--- src/rtl/cmp_reg_pkg.sv ---
package cmp_reg_pkg;

    // ------------------------------------------------------------
    // register indices (byte address = index * 4)
    // ------------------------------------------------------------
    localparam logic [7:0] IDX_CMP1_MODE   = 8'h9C;
    localparam logic [7:0] IDX_CMP1_MUX    = 8'h9E;
    localparam logic [7:0] IDX_CMP0_MUX    = 8'h9F;
    localparam logic [7:0] IDX_REG_CTRL    = 8'hC9;
    localparam logic [7:0] IDX_IRQ_STATUS  = 8'hA0;
    localparam logic [7:0] IDX_IRQ_MASK    = 8'hA1;
    localparam logic [7:0] IDX_WAKE_CTRL   = 8'hA2;
    localparam int         ADDR_LSB        = 2;
    localparam int         ADDR_W          = 12;

    // ------------------------------------------------------------
    // reset values
    // ------------------------------------------------------------
    localparam logic [7:0] RST_CMP1_MODE   = 8'h02;
    localparam logic [7:0] RST_MUX         = 8'h00;
    localparam logic [7:0] RST_REG_CTRL    = 8'h00;

    // ------------------------------------------------------------
    // field positions
    // ------------------------------------------------------------
    localparam int         MODE_RISE_EN    = 5;
    localparam int         MODE_FALL_EN    = 4;
    localparam int         MODE_RESP_HI    = 1;
    localparam int         MODE_RESP_LO    = 0;
    localparam logic [7:0] MODE_WR_MASK    = 8'h33;
    localparam int         MUX_NEG_HI      = 6;
    localparam int         MUX_NEG_LO      = 4;
    localparam int         MUX_POS_HI      = 2;
    localparam int         MUX_POS_LO      = 0;
    localparam logic [7:0] MUX_WR_MASK     = 8'h77;
    localparam int         REG_MAIN_DIS    = 7;
    localparam int         REG_WAKE_LVL    = 6;
    localparam int         REG_MAIN_LP     = 4;
    localparam int         REG_STOP_SHDN   = 3;
    localparam int         REG_CORE_LP     = 1;
    localparam int         IRQ_RISE        = 0;
    localparam int         IRQ_FALL        = 1;
    localparam int         IRQ_W           = 2;
    localparam int         WAKE_EN         = 0;

    typedef struct packed {
        logic [2:0] neg_select;
        logic [2:0] pos_select;
    } mux_sel_s;

    typedef struct packed {
        logic       main_regulator_disable;
        logic       main_regulator_low_power;
        logic       core_regulator_low_power;
        logic       stop_regulator_shutdown;
        logic       core_regulator_off;
    } reg_ctl_s;

endpackage

--- src/rtl/comparator_mux_regulator_ctrl.sv ---
// Summary of operation
// [RQ1] mode bit 5 enables rising-edge interrupt
// [RQ2] mode bit 4 enables falling-edge interrupt
// [RQ3] mode bits 7:6, 3:2 read zero
// [RQ4] mode bits 1:0 select response speed
// [RQ5] positive selector picks comparator plus pin
// [RQ6] bits 6:4 pick comparator minus pin
// [RQ7] positive selector bits 2:0, codes 5-7 reserved
// [RQ8] mux bits 7 and 3 read zero
// [RQ9] bit 7 disables main regulator
// [RQ10] bit 4 selects main regulator low power
// [RQ11] bit 6 reads wake pin level
// [RQ12] wake pin interrupts on both edges
// [RQ13] wake interrupt has no pending flag
// [RQ14] shutdown bit clear keeps core regulator in stop
// [RQ15] shutdown bit set powers core off in stop
// [RQ16] core low power only for suspend
// [RQ17] twelve instructions before oscillator suspend
// [RQ18] wake pin synchronised before edge detection
`timescale 1ns/1ns
module comparator_mux_regulator_ctrl #(
    parameter int SYNC_STAGES = 2
) (
    // clock and reset
    input  wire logic                   clk_sys_in,
    input  wire logic                   rst_in,
    // apb slave
    input  wire logic                   psel_in,
    input  wire logic                   penable_in,
    input  wire logic                   pwrite_in,
    input  wire logic [11:0]            paddr_in,
    input  wire logic [31:0]            pwdata_in,
    output logic      [31:0]            prdata_out,
    output logic                        pready_out,
    output logic                        pslverr_out,
    // analog side
    input  wire logic                   cmp1_level_in,
    input  wire logic                   wake_edge_pin_in,
    input  wire logic                   stop_mode_in,
    output logic      [1:0]             cmp1_response_mode_out,
    output cmp_reg_pkg::mux_sel_s       cmp0_select_out,
    output cmp_reg_pkg::mux_sel_s       cmp1_select_out,
    output cmp_reg_pkg::reg_ctl_s       regulator_out,
    // interrupts
    output logic                        cmp_irq_out,
    output logic                        wake_irq_out
);

    // ------------------------------------------------------------
    // input synchronisers
    // ------------------------------------------------------------
    logic [1:0] pin_async;
    logic [1:0] sync_q [SYNC_STAGES];
    logic [1:0] pin_sync;
    logic [1:0] pin_prev_r;

    assign pin_async = {wake_edge_pin_in, cmp1_level_in};

    genvar gi;
    generate
        for (gi = 0; gi < SYNC_STAGES; gi++) begin : g_sync
            if (gi == 0) begin : g_first
                always_ff @(posedge clk_sys_in or posedge rst_in) begin
                    if (rst_in) begin
                        sync_q[gi] <= 2'h0;
                    end else begin
                        sync_q[gi] <= pin_async;
                    end
                end
            end else begin : g_next
                always_ff @(posedge clk_sys_in or posedge rst_in) begin
                    if (rst_in) begin
                        sync_q[gi] <= 2'h0;
                    end else begin
                        sync_q[gi] <= sync_q[gi-1];
                    end
                end
            end
        end
    endgenerate

    assign pin_sync = sync_q[SYNC_STAGES-1]; // RQ18

    always_ff @(posedge clk_sys_in or posedge rst_in) begin
        if (rst_in) begin
            pin_prev_r <= 2'h0;
        end else begin
            pin_prev_r <= pin_sync;
        end
    end

    logic cmp_rise;
    logic cmp_fall;
    logic wake_edge;
    logic prev_valid_r;

    // first cycle after reset has no valid history, so no edge is reported
    always_ff @(posedge clk_sys_in or posedge rst_in) begin
        if (rst_in) begin
            prev_valid_r <= 1'b0;
        end else begin
            prev_valid_r <= 1'b1;
        end
    end

    assign cmp_rise  = prev_valid_r & pin_sync[0] & ~pin_prev_r[0];
    assign cmp_fall  = prev_valid_r & ~pin_sync[0] & pin_prev_r[0];
    assign wake_edge = prev_valid_r & (pin_sync[1] ^ pin_prev_r[1]); // RQ12

    // ------------------------------------------------------------
    // apb decode
    // ------------------------------------------------------------
    logic       setup_ph;
    logic       access_ph;
    logic       wr_en;
    logic [9:0] reg_idx;
    logic       hit_mode;
    logic       hit_mux1;
    logic       hit_mux0;
    logic       hit_reg;
    logic       hit_stat;
    logic       hit_mask;
    logic       hit_wake;
    logic       mapped;
    logic [7:0] wdata;

    assign setup_ph  = psel_in & ~penable_in;
    assign access_ph = psel_in & penable_in;
    assign wr_en     = access_ph & pwrite_in;
    assign reg_idx   = paddr_in[cmp_reg_pkg::ADDR_W-1:cmp_reg_pkg::ADDR_LSB];
    assign wdata     = pwdata_in[7:0];
    assign hit_mode  = (reg_idx == {2'h0, cmp_reg_pkg::IDX_CMP1_MODE});
    assign hit_mux1  = (reg_idx == {2'h0, cmp_reg_pkg::IDX_CMP1_MUX});
    assign hit_mux0  = (reg_idx == {2'h0, cmp_reg_pkg::IDX_CMP0_MUX});
    assign hit_reg   = (reg_idx == {2'h0, cmp_reg_pkg::IDX_REG_CTRL});
    assign hit_stat  = (reg_idx == {2'h0, cmp_reg_pkg::IDX_IRQ_STATUS});
    assign hit_mask  = (reg_idx == {2'h0, cmp_reg_pkg::IDX_IRQ_MASK});
    assign hit_wake  = (reg_idx == {2'h0, cmp_reg_pkg::IDX_WAKE_CTRL});
    assign mapped    = hit_mode | hit_mux1 | hit_mux0 | hit_reg | hit_stat | hit_mask | hit_wake;
    assign pready_out  = access_ph;
    assign pslverr_out = access_ph & ~mapped;

    // ------------------------------------------------------------
    // comparator1 mode register
    // ------------------------------------------------------------
    logic [7:0] cmp1_mode_r;

    always_ff @(posedge clk_sys_in or posedge rst_in) begin
        if (rst_in) begin
            cmp1_mode_r <= cmp_reg_pkg::RST_CMP1_MODE;
        end else if (wr_en && hit_mode) begin
            cmp1_mode_r <= wdata & cmp_reg_pkg::MODE_WR_MASK; // RQ3
        end
    end

    logic cmp1_rise_irq_en;
    logic cmp1_fall_irq_en;

    assign cmp1_rise_irq_en = cmp1_mode_r[cmp_reg_pkg::MODE_RISE_EN];
    assign cmp1_fall_irq_en = cmp1_mode_r[cmp_reg_pkg::MODE_FALL_EN];
    assign cmp1_response_mode_out =
        cmp1_mode_r[cmp_reg_pkg::MODE_RESP_HI:cmp_reg_pkg::MODE_RESP_LO]; // RQ4

    // ------------------------------------------------------------
    // comparator input multiplexer registers
    // ------------------------------------------------------------
    logic [7:0] cmp0_mux_r;
    logic [7:0] cmp1_mux_r;

    always_ff @(posedge clk_sys_in or posedge rst_in) begin
        if (rst_in) begin
            cmp0_mux_r <= cmp_reg_pkg::RST_MUX;
        end else if (wr_en && hit_mux0) begin
            cmp0_mux_r <= wdata & cmp_reg_pkg::MUX_WR_MASK; // RQ8
        end
    end

    always_ff @(posedge clk_sys_in or posedge rst_in) begin
        if (rst_in) begin
            cmp1_mux_r <= cmp_reg_pkg::RST_MUX;
        end else if (wr_en && hit_mux1) begin
            cmp1_mux_r <= wdata & cmp_reg_pkg::MUX_WR_MASK; // RQ8
        end
    end

    // reserved positive codes are passed through untouched
    assign cmp0_select_out.pos_select = cmp0_mux_r[cmp_reg_pkg::MUX_POS_HI:cmp_reg_pkg::MUX_POS_LO]; // RQ5 RQ7
    assign cmp0_select_out.neg_select = cmp0_mux_r[cmp_reg_pkg::MUX_NEG_HI:cmp_reg_pkg::MUX_NEG_LO]; // RQ6
    assign cmp1_select_out.pos_select = cmp1_mux_r[cmp_reg_pkg::MUX_POS_HI:cmp_reg_pkg::MUX_POS_LO]; // RQ5 RQ7
    assign cmp1_select_out.neg_select = cmp1_mux_r[cmp_reg_pkg::MUX_NEG_HI:cmp_reg_pkg::MUX_NEG_LO]; // RQ6

    // ------------------------------------------------------------
    // regulator control register
    // ------------------------------------------------------------
    logic main_dis_r;
    logic main_lp_r;
    logic stop_shdn_r;
    logic core_lp_r;

    // reserved bits are not stored, so they read back as zero
    always_ff @(posedge clk_sys_in or posedge rst_in) begin
        if (rst_in) begin
            main_dis_r <= cmp_reg_pkg::RST_REG_CTRL[cmp_reg_pkg::REG_MAIN_DIS];
        end else if (wr_en && hit_reg) begin
            main_dis_r <= wdata[cmp_reg_pkg::REG_MAIN_DIS]; // RQ9
        end
    end

    always_ff @(posedge clk_sys_in or posedge rst_in) begin
        if (rst_in) begin
            main_lp_r <= cmp_reg_pkg::RST_REG_CTRL[cmp_reg_pkg::REG_MAIN_LP];
        end else if (wr_en && hit_reg) begin
            main_lp_r <= wdata[cmp_reg_pkg::REG_MAIN_LP]; // RQ10
        end
    end

    always_ff @(posedge clk_sys_in or posedge rst_in) begin
        if (rst_in) begin
            stop_shdn_r <= cmp_reg_pkg::RST_REG_CTRL[cmp_reg_pkg::REG_STOP_SHDN];
        end else if (wr_en && hit_reg) begin
            stop_shdn_r <= wdata[cmp_reg_pkg::REG_STOP_SHDN];
        end
    end

    always_ff @(posedge clk_sys_in or posedge rst_in) begin
        if (rst_in) begin
            core_lp_r <= cmp_reg_pkg::RST_REG_CTRL[cmp_reg_pkg::REG_CORE_LP];
        end else if (wr_en && hit_reg) begin
            core_lp_r <= wdata[cmp_reg_pkg::REG_CORE_LP];
        end
    end

    assign regulator_out.main_regulator_disable   = main_dis_r;  // RQ9
    assign regulator_out.main_regulator_low_power = main_lp_r;   // RQ10
    assign regulator_out.core_regulator_low_power = core_lp_r;
    assign regulator_out.stop_regulator_shutdown  = stop_shdn_r;
    // core stays powered in stop unless shutdown was armed
    assign regulator_out.core_regulator_off       = stop_shdn_r & stop_mode_in; // RQ14 RQ15

    // ------------------------------------------------------------
    // wake pin interrupt, delivered without a pending flag
    // ------------------------------------------------------------
    logic wake_en_r;

    always_ff @(posedge clk_sys_in or posedge rst_in) begin
        if (rst_in) begin
            wake_en_r <= 1'b0;
        end else if (wr_en && hit_wake) begin
            wake_en_r <= wdata[cmp_reg_pkg::WAKE_EN];
        end
    end

    // one-cycle request with nothing to poll: the consumer must take it as an edge
    assign wake_irq_out = wake_en_r & wake_edge; // RQ12 RQ13

    // ------------------------------------------------------------
    // comparator interrupt status and mask
    // ------------------------------------------------------------
    logic [cmp_reg_pkg::IRQ_W-1:0] irq_stat_r;
    logic [cmp_reg_pkg::IRQ_W-1:0] irq_mask_r;
    logic [cmp_reg_pkg::IRQ_W-1:0] irq_set;
    logic [cmp_reg_pkg::IRQ_W-1:0] irq_clr;
    logic [cmp_reg_pkg::IRQ_W-1:0] stat_seen_r;

    always_comb begin
        irq_set = '0;
        irq_set[cmp_reg_pkg::IRQ_RISE] = cmp_rise & cmp1_rise_irq_en; // RQ1
        irq_set[cmp_reg_pkg::IRQ_FALL] = cmp_fall & cmp1_fall_irq_en; // RQ2
    end

    // only bits already returned to the reader are cleared
    assign irq_clr = (access_ph && !pwrite_in && hit_stat) ? stat_seen_r : '0;

    always_ff @(posedge clk_sys_in or posedge rst_in) begin
        if (rst_in) begin
            irq_stat_r <= '0;
        end else begin
            irq_stat_r <= (irq_stat_r & ~irq_clr) | irq_set;
        end
    end

    always_ff @(posedge clk_sys_in or posedge rst_in) begin
        if (rst_in) begin
            irq_mask_r <= '0;
        end else if (wr_en && hit_mask) begin
            irq_mask_r <= wdata[cmp_reg_pkg::IRQ_W-1:0];
        end
    end

    assign cmp_irq_out = |(irq_stat_r & irq_mask_r);

    // ------------------------------------------------------------
    // read data, captured in the setup phase
    // ------------------------------------------------------------
    logic [7:0] rd_mux;
    logic [7:0] reg_ctrl_rd;

    always_comb begin
        reg_ctrl_rd = 8'h00;
        reg_ctrl_rd[cmp_reg_pkg::REG_MAIN_DIS]  = main_dis_r;
        reg_ctrl_rd[cmp_reg_pkg::REG_WAKE_LVL]  = pin_sync[1]; // RQ11
        reg_ctrl_rd[cmp_reg_pkg::REG_MAIN_LP]   = main_lp_r;
        reg_ctrl_rd[cmp_reg_pkg::REG_STOP_SHDN] = stop_shdn_r;
        reg_ctrl_rd[cmp_reg_pkg::REG_CORE_LP]   = core_lp_r;
    end

    always_comb begin
        rd_mux = 8'h00;
        if (hit_mode) begin
            rd_mux = cmp1_mode_r;
        end else if (hit_mux1) begin
            rd_mux = cmp1_mux_r;
        end else if (hit_mux0) begin
            rd_mux = cmp0_mux_r;
        end else if (hit_reg) begin
            rd_mux = reg_ctrl_rd;
        end else if (hit_stat) begin
            rd_mux = {6'h00, irq_stat_r};
        end else if (hit_mask) begin
            rd_mux = {6'h00, irq_mask_r};
        end else if (hit_wake) begin
            rd_mux = {7'h00, wake_en_r};
        end
    end

    always_ff @(posedge clk_sys_in or posedge rst_in) begin
        if (rst_in) begin
            prdata_out <= 32'h0000_0000;
        end else if (setup_ph && !pwrite_in) begin
            prdata_out <= {24'h00_0000, rd_mux};
        end
    end

    always_ff @(posedge clk_sys_in or posedge rst_in) begin
        if (rst_in) begin
            stat_seen_r <= '0;
        end else if (setup_ph) begin
            stat_seen_r <= irq_stat_r;
        end
    end

endmodule

--- config.mk ---
export PLATFORM = sky130hd
export DESIGN_NAME = comparator_mux_regulator_ctrl
export DESIGN_NICKNAME = d
export VERILOG_FILES = /design/src/rtl/cmp_reg_pkg.sv /design/src/rtl/comparator_mux_regulator_ctrl.sv
export SDC_FILE = /design/constraint.sdc
export NUM_CORES = 1
export LEC_CHECK = 0
export ABC_AREA = 1
export BUFFER_PORTS_ARGS = -buffer_cell sky130_fd_sc_hd__buf_2
export CAP_MARGIN = 10
export CELL_PAD_IN_SITES_DETAIL_PLACEMENT = 2
export CELL_PAD_IN_SITES_GLOBAL_PLACEMENT = 2
export CORE_MARGIN = 1.5
export CORE_UTILIZATION = 27
export DETAILED_ROUTE_END_ITERATION = 7
export PLACE_DENSITY = 0.82
export SLEW_MARGIN = 20
export SYNTH_ARGS = -nofsm -noshare
export SYNTH_HDL_FRONTEND = slang
export SYNTH_SLANG_ARGS = --single-unit
--- constraint.sdc ---
create_clock -name clk_sys_in -period 1.5 [get_ports clk_sys_in]
set_input_delay 0.075 -clock clk_sys_in [delete_from_list [all_inputs] [get_ports clk_sys_in]]
set_output_delay 0.075 -clock clk_sys_in [all_outputs]
set_load 0.05 [all_outputs]
==> results.yml <==
floorplanning:
  die_area_mm2: 0.009305
  start_util: 0.2828
  core_area_mm2: 0.008341
  die-width_um: 96.46
  num_io_pins: 107
  fp.dieH_um: 96.46
  num_rows: 33
finish:
  multi_input_area_um2: 988.4
  n_fill_cell: 989
  regArea_mm2: 0.001052
  nets: 398
  antenna_cells: 0
  area_delta_synth_final_pct: 17.29
  drive_above_1_share: 0.3055
  fin_area_mm2: 0.002766
placed_design:
  place_ws_ns: 0.07664
  dp_hpwl_mm: 5.192
  placed_cell_area_mm2: 0.002639
  gp_congestion: 0.7899
  port_buffers: 56
logic_synthesis:
  synthCells: 284
  synth_area_mm2: 0.002359
  synth-seq-cells: 42
  ys_seq_area_frac: 0.4462
  syn_area_per_cell_um2: 8.305
  ys_types: 30
  yosys_warnings: 0
routing:
  vias_per_cell: 4.544
  dr.pass1.iters: 4
  wl_per_cell_um: 15.02
  drt_wl_total_mm: 6.787
  via_count: 2054
  drt-initial-drc-count: 75
  drc: 0
  ant_nets: 0
power:
  p_leak_nw: 1.525
  ir_drop_v: 0.0003705
  power.density_mw_per_mm2: 828.5
cts:
  insertion_delay_ns: 0.30
  cts_tree: "built"
  cts_hold_buf: 4
  htreeDepth: 2
  cts_resized: 0
  numCtsBuffers: 5
  cts_setup_buffers: 0
  clk_path_buf_depth: 2
  clock_sinks: 42
  root_buffer: "clkbuf_8"
  cts.reportedPaths.clkPinSlew_ns: 0.09
worst_hold_path:
  hp-class: "in -> reg"
  hold_depth: 2
setup_path:
  crit_required_ns: 1.42
  r2r.worst_path.cells: 6
  crit_path_end_kind: "primary output"
  arrival_ns: 1.26
  rrSetupSlack_ns: 0.45
  setup.worst_path.start_class: "register"
  critPathMaxFanout: 4
  r2r-start: "irq_stat_r[1]"
  crit_start: "pin_sync[1]"
  path_class: "reg -> out"
  r2r_end: "prdata_out[1]"
  worstSetupEndpoint: "wake_irq_out"
global_route:
  grt_max_degree: 43
  globalRoute.totalOverflow: 0
  globalRouteTotalUtil: 0.1594
  grt_pass1_vias: 2177
  antenna_found_initial: 0
  grt_pass1_wl_mm: 11.08
timing:
  finalSetupViolCount: 0
  relSlewSlack: 0.6373
  worstMarginPinSlew_ns: 0.5440
  setup_tns_ns: 0
  setup_slack_ns: 0.1679
  fin_skew_ns: 0.005612
  period_needed_ns: 1.332
  min_period_over_period: 0.8881
  final_hold_viol_count: 0
  slew_violations: 0
  rsz0062_at_grt: "no"
  max_freq_ghz: 0.7507
flow_run:
  max_cap_violations: 0
run_status:
  outcome: "finished clean"
==> final cells by class <==
class / count / share of cell area
Clock buffer: 5 / 0.02488
Clock inverter: 3 / 0.006784
Inverter: 33 / 0.04568
Multi-Input combinational cell: 196 / 0.3573
Sequential cell: 42 / 0.3804
Tap cell: 105 / 0.04749
Timing Repair Buffer: 68 / 0.1375
==> kinds of logic (layout without fill, tap and decap cells) <==
kind of cell | Yosys count | in the layout | share of synthesized area
mux | 1 | 1 | 0.004774
simple gates | 140 | 140 | 0.2875
other cells | 2 | 25 | 0.003184
buf+inv | 69 | 109 | 0.1713
flops | 42 | 42 | 0.4462
compound gates | 30 | 30 | 0.08700
==> sequential cells by signal, summed over array words and instances, names as in the netlist <==
name          count
cmp0_mux_r        6
cmp1_mode_r       4
cmp1_mux_r        6
core_lp_r         1
irq_mask_r        2
irq_stat_r        2
main_dis_r        1
main_lp_r         1
pin_prev_r        2
pin_sync          2
prdata_out        8
prev_valid_r      1
stat_seen_r       2
stop_shdn_r       1
sync_q            2
wake_en_r         1
==> worst min path at each step <==
| stage | startpoint | to | slack (ns) |
|---|---|---|---|
| final | pwdata_in[0] | wake_en_r | 0.04 |
| after global routing | pwdata_in[0] | wake_en_r | 0.05 |
| after CTS | pwdata_in[0] | wake_en_r | 0.04 |
| after detailed placement | wake_edge_pin_in | sync_q[3] | 0.19 |
| after global placement | wake_edge_pin_in | sync_q[3] | 0.18 |
| after floorplan | cmp1_level_in | sync_q[2] | 0.11 |
==> cells in the final DEF (no fill, tap or decap), drive strengths merged, types with 4 or more instances in the layout <==
| master | netlist | final |
|---|---|---|
| nand2 | 75 | 75 |
| buf | 35 | 64 |
| dfrtp | 41 | 41 |
| inv | 30 | 31 |
| nor2 | 28 | 28 |
| conb | 2 | 25 |
| o21ai | 24 | 24 |
| nand3 | 21 | 21 |
| nand4 | 14 | 14 |
| clkbuf | 1 | 5 |
| clkinv | 3 | 5 |
| dlygate4sd3 | 0 | 4 |
==> critical path: stages (launching register included) <==
cell     delay (ns)
dfrtp_1        0.44
nand2_1        0.08
nand3_1        0.06
nor2_1         0.10
buf_2          0.27
==> layer usage <==
layer,up-vias,share of wire,track usage
met3,4,0.040,0.02895
met5,-,0,0
li1,976,-,-
met2,48,0.52,0.2855
met1,1026,0.43,0.1950
met4,0,0.010,0.04348
==> cells in the mapped netlist (all sizes together) <==
master / n / share of area
nand4: 14 / 0.044
clkbuf: 1 / 0.0016
nand3b: 1 / 0.0032
nand3: 21 / 0.049
o211ai: 2 / 0.0064
mux2: 1 / 0.0048
a22o: 1 / 0.0037
o21ai: 24 / 0.070
nand2: 75 / 0.13
dfrtp: 41 / 0.44
or2: 1 / 0.0027
nor2: 28 / 0.060
a21oi: 2 / 0.0042
clkinv: 3 / 0.0058
a31oi: 1 / 0.0027
conb: 2 / 0.0032
dfstp: 1 / 0.011
inv: 30 / 0.048
buf: 35 / 0.12
==> power by group <==
group | switching, W | total [W] | leakage, nW | internal, W
Sequential | 0.0000126 | 0.00117 | 0.549 | 0.00115
Clock | 0.000424 | 0.000753 | 0.0483 | 0.000328
Combinational | 0.000302 | 0.000373 | 0.928 | 0.0000706
==> through the flow <==
step / total power, W / instances / utilization / hold WS, ns
3_5_place_dp: 0.001555 / 440 / 0.3164 / 0.1874
2_1_floorplan: 0.001510 / 307 / - / 0.1064
5_1_grt: 0.002397 / 452 / 0.3317 / 0.04775
4_1_cts: 0.002326 / 452 / 0.3317 / 0.04077
6_report: 0.002292 / 452 / 0.3317 / 0.03567
3_3_place_gp: 0.001545 / 440 / 0.3164 / 0.1849
Note: power is estimated with default switching activity, not from simulation.
